`src/pkg/pidf_pkg.sv`:
```
// Purpose: Shared constants for the pin input debounce filter
// Assumes: 50 MHz system clock, byte addressed register port
// Notes:   Offsets are byte addresses; 8-bit registers sit in the low bits
`default_nettype none

package pidf_pkg;

    // ********************************************************
    // Register map
    // ********************************************************
    localparam int unsigned ADDR_W    = 8;
    localparam int unsigned DATA_W    = 32;
    localparam int unsigned PIN_COUNT = 16;
    localparam int unsigned PERIOD_W  = 8;
    localparam int unsigned SEL_W     = 2;

    localparam logic [7:0] COARSE_OFFSET = 8'h6c;
    localparam logic [7:0] MEDIUM_OFFSET = 8'h6d;
    localparam logic [7:0] FINE_OFFSET   = 8'h6e;
    localparam logic [7:0] STATUS_OFFSET = 8'h6f;
    localparam logic [7:0] SELECT_OFFSET = 8'h70;

    localparam logic [7:0]  COARSE_RESET = 8'h0a;
    localparam logic [7:0]  MEDIUM_RESET = 8'h0a;
    localparam logic [7:0]  FINE_RESET   = 8'h0a;
    localparam logic [31:0] SELECT_RESET = 32'h00000000;

    localparam int unsigned STATUS_PENDING_BIT = 0;

    // ********************************************************
    // Time bases
    // ********************************************************
    localparam int unsigned CLK_PERIOD_NS  = 20;
    localparam int unsigned FINE_UNIT_NS   = 1000;
    localparam int unsigned MEDIUM_UNIT_US = 1000;
    localparam int unsigned COARSE_UNIT_MS = 10;
    localparam int unsigned CYCLES_PER_US  =
        (FINE_UNIT_NS + CLK_PERIOD_NS - 1) / CLK_PERIOD_NS;

    // ********************************************************
    // Types
    // ********************************************************
    typedef enum logic [1:0] {
        PIDF_SEL_OFF    = 2'h0,
        PIDF_SEL_FINE   = 2'h1,
        PIDF_SEL_MEDIUM = 2'h2,
        PIDF_SEL_COARSE = 2'h3
    } pidf_sel_type;

    typedef enum logic {
        PIDF_ST_STABLE  = 1'h0,
        PIDF_ST_PENDING = 1'h1
    } pidf_state_type;

endpackage : pidf_pkg

`default_nettype wire

```
`src/hdl/pidf_tick_gen.sv`:
```
// Purpose: Shared 1 us, 1 ms and 10 ms tick strobes
// Assumes: Ticks are one-cycle pulses on clk
// Notes:   Cascaded counters keep each stage small
`default_nettype none

module pidf_tick_gen #(
    parameter int unsigned CYC_PER_US    = pidf_pkg::CYCLES_PER_US,
    parameter int unsigned US_PER_MS     = pidf_pkg::MEDIUM_UNIT_US,
    parameter int unsigned MS_PER_COARSE = pidf_pkg::COARSE_UNIT_MS
) (
    input  wire logic clk,
    input  wire logic rst_b,
    output logic      fine_tick,
    output logic      medium_tick,
    output logic      coarse_tick
);

    localparam int unsigned PW = $clog2(CYC_PER_US + 1);
    localparam int unsigned MW = $clog2(US_PER_MS + 1);
    localparam int unsigned CW = $clog2(MS_PER_COARSE + 1);

    if (CYC_PER_US < 2 || US_PER_MS < 1 || MS_PER_COARSE < 1) begin : g_bad
        $error("pidf_tick_gen: divider values out of range");
    end

    logic [PW-1:0] pre_q;
    logic [MW-1:0] ms_q;
    logic [CW-1:0] co_q;
    logic          us_end;
    logic          ms_end;
    logic          co_end;

    assign us_end = (pre_q == PW'(CYC_PER_US - 1));
    assign ms_end = us_end && (ms_q == MW'(US_PER_MS - 1));
    assign co_end = ms_end && (co_q == CW'(MS_PER_COARSE - 1));

    // ********************************************************
    // Counters derived from the system clock
    // ********************************************************
    always_ff @(posedge clk or negedge rst_b) begin
        if (!rst_b) begin
            pre_q <= '0;
            ms_q  <= '0;
            co_q  <= '0;
        end else begin
            pre_q <= us_end ? '0 : pre_q + PW'(1);
            if (us_end) begin
                ms_q <= ms_end ? '0 : ms_q + MW'(1);
            end
            if (ms_end) begin
                co_q <= co_end ? '0 : co_q + CW'(1);
            end
        end
    end

    always_ff @(posedge clk or negedge rst_b) begin
        if (!rst_b) begin
            fine_tick   <= 1'b0;
            medium_tick <= 1'b0;
            coarse_tick <= 1'b0;
        end else begin
            fine_tick   <= us_end;
            medium_tick <= ms_end;
            coarse_tick <= co_end;
        end
    end

endmodule : pidf_tick_gen

`default_nettype wire

```
`src/hdl/pidf_pin_filter.sv`:
```
// Purpose: Debounce one synchronised pin against a shared tick
// Assumes: raw is already in the clk domain
// Notes:   Tick phase makes the filter length count or count-1 units
`default_nettype none

module pidf_pin_filter (
    input  wire logic       clk,
    input  wire logic       rst_b,
    input  wire logic       raw,
    input  wire logic       enable,
    input  wire logic       tick,
    input  wire logic [7:0] period,
    output logic            filtered,
    output logic            pending
);

    pidf_pkg::pidf_state_type state_q;
    logic [7:0]               units_q;
    logic [8:0]               next_units;

    assign next_units = {1'b0, units_q} + 9'h001;
    assign pending    = (state_q == pidf_pkg::PIDF_ST_PENDING);

    // ********************************************************
    // Filter
    // ********************************************************
    always_ff @(posedge clk or negedge rst_b) begin
        if (!rst_b) begin
            state_q  <= pidf_pkg::PIDF_ST_STABLE;
            units_q  <= 8'h00;
            filtered <= 1'b0;
        end else if (!enable) begin
            // Unfiltered pins pass straight through
            state_q  <= pidf_pkg::PIDF_ST_STABLE;
            units_q  <= 8'h00;
            filtered <= raw;
        end else if (raw == filtered) begin
            // A bounce back cancels the pending change
            state_q <= pidf_pkg::PIDF_ST_STABLE;
            units_q <= 8'h00;
        end else begin
            case (state_q)
                pidf_pkg::PIDF_ST_STABLE: begin
                    state_q <= pidf_pkg::PIDF_ST_PENDING;
                    units_q <= 8'h00;
                end
                pidf_pkg::PIDF_ST_PENDING: begin
                    // First tick may come early: length is count-1..count
                    if (tick) begin
                        if (next_units >= {1'b0, period}) begin
                            filtered <= raw;
                            state_q  <= pidf_pkg::PIDF_ST_STABLE;
                            units_q  <= 8'h00;
                        end else begin
                            units_q <= next_units[7:0];
                        end
                    end
                end
                default: begin
                    state_q <= pidf_pkg::PIDF_ST_STABLE;
                    units_q <= 8'h00;
                end
            endcase
        end
    end

endmodule : pidf_pin_filter

`default_nettype wire

```
`src/hdl/pidf_top.sv`:
```
// Purpose: Sixteen-pin input debounce filter with register port
// Assumes: Pins are asynchronous; register master is on clk
// Notes:   Read data stand only in the cycle after the read strobe
//          Ticks are shared, so a period may end one unit short
//          Period 0 acts as one unit: the next tick ends it
//          Writes to status or unmapped offsets are dropped
//          Unmapped offsets read as zero
`default_nettype none

module pidf_top #(
    parameter int unsigned PINS          = pidf_pkg::PIN_COUNT,
    parameter int unsigned CYC_PER_US    = pidf_pkg::CYCLES_PER_US,
    parameter int unsigned US_PER_MS     = pidf_pkg::MEDIUM_UNIT_US,
    parameter int unsigned MS_PER_COARSE = pidf_pkg::COARSE_UNIT_MS
) (
    input  wire logic        clk,
    input  wire logic        rst_b,

    input  wire logic [15:0] pin_raw,
    output logic      [15:0] pin_filtered,
    output logic             filter_pending,

    input  wire logic [7:0]  reg_addr,
    input  wire logic [31:0] reg_wdata,
    input  wire logic        reg_wr,
    input  wire logic        reg_rd,
    output logic      [31:0] reg_rdata
);

    // ********************************************************
    // Elaboration checks
    // ********************************************************
    // The select register layout is fixed at sixteen pins
    if (PINS != pidf_pkg::PIN_COUNT) begin : g_bad_pins
        $error("pidf_top: PINS must equal sixteen");
    end

    // Fields must fill the select word exactly
    if (pidf_pkg::SEL_W * PINS != pidf_pkg::DATA_W) begin : g_bad_fields
        $error("pidf_top: fields must fill the select word");
    end

    // The ports and period registers are fixed at these widths
    if (pidf_pkg::ADDR_W != 8 || pidf_pkg::DATA_W != 32
        || pidf_pkg::PERIOD_W != 8) begin : g_bad_widths
        $error("pidf_top: package widths do not match the ports");
    end

    // Fewer than two clocks per microsecond cannot make a fine tick
    if (CYC_PER_US < 2) begin : g_bad_us
        $error("pidf_top: CYC_PER_US must be two or more");
    end

    // An empty divider stage would stop the slower ticks
    if (US_PER_MS < 1 || MS_PER_COARSE < 1) begin : g_bad_div
        $error("pidf_top: divider stages need one unit or more");
    end

    // ********************************************************
    // Declarations
    // ********************************************************
    // Software registers
    logic [7:0]  coarse_period_count_q;
    logic [7:0]  medium_period_count_q;
    logic [7:0]  fine_period_count_q;
    logic [31:0] filter_source_select_q;

    // Pin pipeline
    logic [15:0] meta_q;
    logic [15:0] sync_q;

    // Time base
    logic        fine_tick;
    logic        medium_tick;
    logic        coarse_tick;

    // Per-pin routing and results
    logic [15:0] pin_enable;
    logic [15:0] pin_tick;
    logic [7:0]  pin_period [16];
    logic [15:0] pin_value;
    logic [15:0] pin_pend;

    // Read path
    logic        any_pending;
    logic [7:0]  status_byte;
    logic [31:0] rd_value;

    // Write decode
    logic        wr_coarse;
    logic        wr_medium;
    logic        wr_fine;
    logic        wr_select;

    // ********************************************************
    // Functions
    // ********************************************************
    // Field of one pin within the select register
    function automatic pidf_pkg::pidf_sel_type field_of(
        input logic [31:0] sel,
        input int unsigned n
    );
        field_of = pidf_pkg::pidf_sel_type'(sel[2*n +: 2]);
    endfunction : field_of

    // Tick chosen by a pin's field
    function automatic logic tick_of(
        input pidf_pkg::pidf_sel_type f,
        input logic                   t_fine,
        input logic                   t_medium,
        input logic                   t_coarse
    );
        case (f)
            pidf_pkg::PIDF_SEL_FINE:   tick_of = t_fine;
            pidf_pkg::PIDF_SEL_MEDIUM: tick_of = t_medium;
            pidf_pkg::PIDF_SEL_COARSE: tick_of = t_coarse;
            default:                   tick_of = 1'b0;
        endcase
    endfunction : tick_of

    // Period count chosen by a pin's field
    function automatic logic [7:0] period_of(
        input pidf_pkg::pidf_sel_type f,
        input logic [7:0]             p_fine,
        input logic [7:0]             p_medium,
        input logic [7:0]             p_coarse
    );
        case (f)
            pidf_pkg::PIDF_SEL_FINE:   period_of = p_fine;
            pidf_pkg::PIDF_SEL_MEDIUM: period_of = p_medium;
            pidf_pkg::PIDF_SEL_COARSE: period_of = p_coarse;
            default:                   period_of = 8'h00;
        endcase
    endfunction : period_of

    // One strobe aimed at one register offset
    function automatic logic addr_hit(
        input logic       strobe,
        input logic [7:0] addr,
        input logic [7:0] offset
    );
        addr_hit = strobe && (addr == offset);
    endfunction : addr_hit

    // Byte registers read back with zero upper bits
    function automatic logic [31:0] widen_byte(
        input logic [7:0] b
    );
        widen_byte = {24'h000000, b};
    endfunction : widen_byte

    // ********************************************************
    // Register write decode
    // ********************************************************
    // Status and unmapped offsets have no write path
    assign wr_coarse = addr_hit(reg_wr, reg_addr,
                                pidf_pkg::COARSE_OFFSET);
    assign wr_medium = addr_hit(reg_wr, reg_addr,
                                pidf_pkg::MEDIUM_OFFSET);
    assign wr_fine   = addr_hit(reg_wr, reg_addr,
                                pidf_pkg::FINE_OFFSET);
    assign wr_select = addr_hit(reg_wr, reg_addr,
                                pidf_pkg::SELECT_OFFSET);

    // ********************************************************
    // Period registers
    // ********************************************************
    // A new period applies from the next tick; a change in
    // flight may end one unit early or late.
    always_ff @(posedge clk or negedge rst_b) begin
        if (!rst_b) begin
            coarse_period_count_q <= pidf_pkg::COARSE_RESET;
        end else if (wr_coarse) begin
            coarse_period_count_q <= reg_wdata[7:0];
        end
    end

    always_ff @(posedge clk or negedge rst_b) begin
        if (!rst_b) begin
            medium_period_count_q <= pidf_pkg::MEDIUM_RESET;
        end else if (wr_medium) begin
            medium_period_count_q <= reg_wdata[7:0];
        end
    end

    always_ff @(posedge clk or negedge rst_b) begin
        if (!rst_b) begin
            fine_period_count_q <= pidf_pkg::FINE_RESET;
        end else if (wr_fine) begin
            fine_period_count_q <= reg_wdata[7:0];
        end
    end

    // ********************************************************
    // Source select register
    // ********************************************************
    // A new field applies at once; a pending count carries on unless the new field is 00
    always_ff @(posedge clk or negedge rst_b) begin
        if (!rst_b) begin
            filter_source_select_q <= pidf_pkg::SELECT_RESET;
        end else if (wr_select) begin
            filter_source_select_q <= reg_wdata;
        end
    end

    // ********************************************************
    // Pin synchronisers
    // ********************************************************
    // Two stages; only the second stage feeds the filters
    always_ff @(posedge clk or negedge rst_b) begin
        if (!rst_b) begin
            meta_q <= 16'h0000;
        end else begin
            meta_q <= pin_raw;
        end
    end

    // The first stage may be metastable; give it a full cycle
    always_ff @(posedge clk or negedge rst_b) begin
        if (!rst_b) begin
            sync_q <= 16'h0000;
        end else begin
            sync_q <= meta_q;
        end
    end

    // ********************************************************
    // Shared time base
    // ********************************************************
    // Free-running, so a pin's first unit is partial
    pidf_tick_gen #(
        .CYC_PER_US    (CYC_PER_US),
        .US_PER_MS     (US_PER_MS),
        .MS_PER_COARSE (MS_PER_COARSE)
    ) u_ticks (
        .clk         (clk),
        .rst_b       (rst_b),
        .fine_tick   (fine_tick),
        .medium_tick (medium_tick),
        .coarse_tick (coarse_tick)
    );

    // ********************************************************
    // Per-pin routing
    // ********************************************************
    // Field 00 leaves a pin unfiltered with its count idle
    for (genvar n = 0; n < 16; n++) begin : g_route
        pidf_pkg::pidf_sel_type field;

        assign field         = field_of(filter_source_select_q, n);
        assign pin_enable[n] = (field != pidf_pkg::PIDF_SEL_OFF);
        assign pin_tick[n]   = tick_of(field,
                                       fine_tick,
                                       medium_tick,
                                       coarse_tick);
        assign pin_period[n] = period_of(field,
                                         fine_period_count_q,
                                         medium_period_count_q,
                                         coarse_period_count_q);
    end

    // ********************************************************
    // Per-pin filters
    // ********************************************************
    // Each pin filters alone; none waits on another
    for (genvar n = 0; n < 16; n++) begin : g_pin
        pidf_pin_filter u_filter (
            .clk      (clk),
            .rst_b    (rst_b),
            .raw      (sync_q[n]),
            .enable   (pin_enable[n]),
            .tick     (pin_tick[n]),
            .period   (pin_period[n]),
            .filtered (pin_value[n]),
            .pending  (pin_pend[n])
        );
    end

    assign pin_filtered = pin_value;

    // ********************************************************
    // Pending status
    // ********************************************************
    assign any_pending = |pin_pend;
    assign status_byte = {7'h00, any_pending};

    // The port copy lags status bit 0 by one cycle
    always_ff @(posedge clk or negedge rst_b) begin
        if (!rst_b) begin
            filter_pending <= 1'b0;
        end else begin
            filter_pending <= any_pending;
        end
    end

    // ********************************************************
    // Register read
    // ********************************************************
    // Data stand for one cycle only; zero otherwise, and zero
    // for addresses outside the map.
    always_comb begin
        case (reg_addr)
            pidf_pkg::COARSE_OFFSET: begin
                rd_value = widen_byte(coarse_period_count_q);
            end
            pidf_pkg::MEDIUM_OFFSET: begin
                rd_value = widen_byte(medium_period_count_q);
            end
            pidf_pkg::FINE_OFFSET: begin
                rd_value = widen_byte(fine_period_count_q);
            end
            pidf_pkg::STATUS_OFFSET: begin
                rd_value = widen_byte(status_byte);
            end
            pidf_pkg::SELECT_OFFSET: begin
                rd_value = filter_source_select_q;
            end
            default: begin
                rd_value = 32'h00000000;
            end
        endcase
    end

    always_ff @(posedge clk or negedge rst_b) begin
        if (!rst_b) begin
            reg_rdata <= 32'h00000000;
        end else if (reg_rd) begin
            reg_rdata <= rd_value;
        end else begin
            reg_rdata <= 32'h00000000;
        end
    end

endmodule : pidf_top

`default_nettype wire

```
`config.mk`:
```
export PLATFORM = sky130hd
export DESIGN_NAME = pidf_top
export DESIGN_NICKNAME = d
export VERILOG_FILES = /design/src/pkg/pidf_pkg.sv /design/src/hdl/pidf_tick_gen.sv /design/src/hdl/pidf_pin_filter.sv /design/src/hdl/pidf_top.sv
export SDC_FILE = /design/constraint.sdc
export NUM_CORES = 1
export LEC_CHECK = 0
export BUFFER_PORTS_ARGS = -buffer_cell sky130_fd_sc_hd__clkbuf_2
export CAP_MARGIN = 20
export CORE_ASPECT_RATIO = 0.5
export CORE_MARGIN = 2
export CORE_UTILIZATION = 53
export DETAILED_ROUTE_END_ITERATION = 10
export PLACE_DENSITY_LB_ADDON = 0.25
export SYNTH_ARGS = -nofsm -noshare
export SYNTH_HDL_FRONTEND = slang
export SYNTH_SLANG_ARGS = --single-unit
```
`constraint.sdc`:
```
create_clock -name clk -period 5.9 [get_ports clk]
set_clock_uncertainty 0.2 [all_clocks]
set_input_delay 0.59 -clock clk [delete_from_list [all_inputs] [get_ports clk]]
set_output_delay 0.59 -clock clk [all_outputs]
set_load 0.1 [all_outputs]
```
==> metrics.md <==
| Metric | Value |
|---|---|
| CTS tree | done |
| Slowest cell on crit path | dfrtp_1 |
| Fmax | 0.257 GHz |
| Critical path startpoint category | flip-flop |
| Arrival time worst endpoint | 4.16 ns |
| Die Ht | 143 um |
| Final antenna-violating net count | 0 |
| Max_slew headroom | 19.5% |
| Port bufs | 108 |
| Sequential share of power | 47.8% |
| Chip width | 281 um |
| IO Pins | 109 |
| Worst r2r src | filter_source_select_q[15] |
| Post-Route WL | 52.2 mm |
| Gate power share | 9.4% |
| Final setup viols | 0 |
| Pwr/cell area | 212 nW/um^2 |
| R2R setup slack | 2.02 ns |
| Final net count | 2281 |
| Cell count after synthesis | 2043 |
| CP Cell Sequence | nor2b_1 > a22oi_1 > ha_1 > o21ai_0 > nor2_1 > a221o_1 > a31oi_2 > o22ai_2 > mux2_1 |
| Initial core utilization | 54.1% |
| Switching Fraction | 26.5% |
| Core area | 37700 um^2 |
| Vias in the first global route | 15300 |
| Clock Sinks | 304 |
| Crit path max fanout | 15 |
| EDFF count, synth | 0 |
| Hold EP | filter_source_select_q[14] |
| Non-filler instance count after layout | 2615 |
| CTS buffer count | 29 |
| Adder-cell share of the synthesized area | 9.15% |
| Wire per inst | 20.0 um |
| Placed cell count | 2543 |
| Syn Area/Cell | 9.97 um^2 |
| Multiplexer share of the synthesized area | 12.5% |
| Async set-reset flop share out of synthesis | 100% |
| CP delay by family, top | compound AO/OA/AOI/OAI gates |
| Hold Crit Class | primary input to flip-flop |
| Fin. Hold Viols | 0 |
| Worst path required time | 6.17 ns |
| Area growth syn-to-layout | 9.18% |
| Maximum VDD drop | 0.215 mV |
| WHS Path Cells | 2 |
| Post-synthesis xor/xnor area fraction | 4.77% |
| Clock Latency Late Sink | 0.59 ns |
| Distinct cell type count after synthesis | 86 |
| Net Sw Power | 0.00125 W |
| Leading register cell type out of synthesis | dfrtp_1 |
| Die Area | 40100 um^2 |
| Clk buf depth | 3 |
| CP Class | flip-flop to flip-flop |
| Max-cap violations | 0 |
| Vias | 16000 |
| Worst Reg-to-Reg Cells | 9 |
| RSZ-0062 raised after global routing | no |
| First-pass GRT wire length | 84.0 mm |
| Post-CTS Setup Bufs | 0 |
| Final Slew Violations | 0 |
| Slew at the pin closest to its max-slew limit | 1.21 ns |
| Clock Power Share | 42.8% |
| Min-delay src | reg_wdata[14] |
| Post-synthesis compound-gate area fraction | 16.8% |
| Leakage power total | 10.3 nW |
| Worst path max stage delay | 0.72 ns |
| Fraction of layout cells with a size suffix above 1 | 18.5% |
| Status | finished clean |
| Number of core rows | 50 |
| Clk pin slew, worst setup/hold paths | 0.07 ns |
| Diodes inserted | 0 |
| CTS-repair resized insts | 0 |
| Final setup TNS | 0 ns |
| Worst R2R End | g_pin[7].u_filter.filtered |
| Tmin final | 3.88 ns |
| Global placer's final weighted congestion | 0.906 |
| Total GRT Usage | 26.3% |
| Synth Area in Simple Gates | 15.6% |
| WP buf/inv | 0 |
| Htree depth | 1 |
| FF+latch count, synth | 304 |
| Largest family of logic cells by synthesized area | compound AO/OA/AOI/OAI gates |
| CP Capture Type | flip-flop |
| Mapped Area | 20400 um^2 |
| Overflow after GRT | 0 |
| Register area share after synthesis | 37.4% |
| Synth Warn # | 0 |
| Hpwl dp | 35.2 mm |
| Vias/cell | 6.14 |
| Syn_nets | 2252 |
| Drt pass-1 iters | 5 |
| Levels on crit path | 9 |
| Period utilization | 65.8% |
| Antenna violations before repair | 1 |
| DRC | 0 |
| Largest net degree at the start of global routing | 133 |
| Number of DRC markers in iteration 0 | 1504 |
| Root buffer cell | clkbuf_16 |
| Internal power | 0.00347 W |
[kinds of logic (layout without fill, tap and decap cells)]
logic type / Yosys count / count (layout)
AOI/OAI and AO/OA: 479 / 479
xor gates and xnor gates: 111 / 111
adders and majority gates: 149 / 149
buffers and inverters: 172 / 224
DFF: 304 / 304
muxes: 219 / 219
and+or+nand+nor: 609 / 609
[synth_stat cells, types with 6 or more instances]
| master | n | area share (%) |
|---|---|---|
| or2_2 | 8 | 0.25 |
| nor3b_1 | 15 | 0.55 |
| nand4b_1 | 7 | 0.30 |
| dfrtp_1 | 298 | 37 |
| nor2b_1 | 34 | 1.0 |
| a221oi_1 | 6 | 0.26 |
| mux2_2 | 147 | 8.1 |
| inv_1 | 23 | 0.42 |
| nor4_1 | 9 | 0.28 |
| dfstp_2 | 6 | 0.77 |
| nor2_1 | 117 | 2.2 |
| xnor2_1 | 64 | 2.8 |
| mux2i_1 | 26 | 1.3 |
| o22ai_1 | 7 | 0.21 |
| buf_2 | 16 | 0.39 |
| o21ai_0 | 50 | 1.2 |
| nand2b_1 | 26 | 0.80 |
| buf_1 | 10 | 0.18 |
| ha_1 | 149 | 9.2 |
| or3_1 | 9 | 0.28 |
| a222oi_1 | 7 | 0.34 |
| nand4_1 | 15 | 0.46 |
| nor3_1 | 23 | 0.57 |
| buf_4 | 17 | 0.63 |
| a31oi_1 | 14 | 0.43 |
| a32o_1 | 10 | 0.49 |
| o21a_1 | 7 | 0.26 |
| nand3_1 | 109 | 2.7 |
| a22o_1 | 60 | 2.6 |
| mux2_1 | 16 | 0.88 |
| and3_1 | 42 | 1.3 |
| mux2_4 | 30 | 2.2 |
| clkbuf_1 | 97 | 1.8 |
| nand2_1 | 129 | 2.4 |
| a21oi_1 | 90 | 2.2 |
| and2_1 | 31 | 0.95 |
| o21ai_1 | 13 | 0.32 |
| a211oi_1 | 8 | 0.29 |
| a21o_1 | 45 | 1.7 |
| xor2_1 | 47 | 2.0 |
| o21bai_1 | 9 | 0.33 |
| a22oi_1 | 100 | 3.7 |
| o211ai_1 | 10 | 0.37 |
[how the worst max path moves through the flow]
| stage | endpoint | slack (ns) | from |
|---|---|---|---|
| after floorplan | g_pin[13].u_filter.filtered | 2.69 | filter_source_select_q[27] |
| after global placement | g_pin[3].u_filter.filtered | 2.25 | filter_source_select_q[7] |
| after detailed placement | g_pin[3].u_filter.filtered | 2.15 | filter_source_select_q[7] |
| after CTS | g_pin[7].u_filter.filtered | 2.11 | filter_source_select_q[15] |
| after global routing | g_pin[3].u_filter.filtered | 1.75 | filter_source_select_q[7] |
| final | g_pin[7].u_filter.filtered | 2.02 | filter_source_select_q[15] |
[power by group through the flow]
| stage | Combinational (W) | Clock [W] | Sequential, W |
|---|---|---|---|
| 2_1_floorplan | 0.000347 | 0 | 0.00223 |
| 3_3_place_gp | 0.000430 | 0 | 0.00228 |
| 3_5_place_dp | 0.000435 | 0 | 0.00229 |
| 4_1_cts | 0.000446 | 0.00206 | 0.00225 |
| 5_1_grt | 0.000479 | 0.00216 | 0.00226 |
| 6_report | 0.000446 | 0.00202 | 0.00226 |
[cell usage in the layout, fill, tap and decap left out, drive strengths merged, types with 15 or more instances in the layout]
cell,netlist,routed
dfrtp,298,298
mux2,193,193
clkbuf,97,156
ha,149,149
nand2,130,130
nor2,118,118
nand3,110,110
a22oi,102,102
a21oi,92,92
xnor2,64,64
o21ai,63,63
a22o,60,60
xor2,47,47
a21o,45,45
and3,42,42
nor2b,36,36
and2,31,31
nand2b,27,27
mux2i,26,26
inv,25,26
nor3,24,24
dlygate4sd3,0,18
buf,48,18
nand4,15,15
nor3b,15,15
a31oi,15,15
[sequential cells by signal, summed over array words and instances, names as in the netlist]
signal,cells
u_ticks.pre_q,6
sync_q,16
u_ticks.coarse_tick,1
coarse_period_count_q,8
u_ticks.medium_tick,1
g_pin.u_filter.pending,16
u_ticks.co_q,4
g_pin.u_filter.units_q,128
reg_rdata,32
filter_pending,1
medium_period_count_q,8
g_pin.u_filter.filtered,16
u_ticks.ms_q,10
u_ticks.fine_tick,1
filter_source_select_q,32
fine_period_count_q,8
meta_q,16
[final cells by class]
cell class,count,area (um^2)
clock buffer,49,911
clock inverter,5,106
fill,3245,15400
inverter,27,101
multi-input combinational,1567,12000
sequential,304,7610
tap,520,651
timing repair buffer,143,868
[per-layer routing]
layer | global-route usage, % | part of all wire, %
met1 | 38.3 | 46
met2 | 40.6 | 44
met3 | 4.47 | 7.1
met4 | 7.05 | 2.6
met5 | 0 | 0
[per-stage QoR]
| stage | total power, W | worst slack (ns) | hold slack (ns) | area [um^2] | utilization [%] |
|---|---|---|---|---|---|
| after CTS | 0.00476 | 2.11 | 0.00561 | 22200 | 59.1 |
| final | 0.00472 | 2.02 | 0.0342 | 22200 | 59.1 |
| after global placement | 0.00271 | 2.25 | 0.132 | 21000 | 55.9 |
| after detailed placement | 0.00272 | 2.15 | 0.136 | 21000 | 55.9 |
| after global routing | 0.00490 | 1.75 | 0.0102 | 22200 | 59.1 |
| after floorplan | 0.00257 | 2.69 | 0.0944 | 20400 | - |
[timing repair]
action / CTS / global route
hold endpoints to repair: 127 / 0
hold buffers: 18 / 0
endpoints found under the setup margin: 0 / 0
[worst register-to-register path: cells and delay by family (launching register included)]
kind	cells	cell delay [ns]
compound gates	5	1.39
simple gates	2	0.75
flops	1	0.72
fa+ha+maj	1	0.36
mux	1	0.34
No activity file was read; power rests on OpenSTA's default activity.
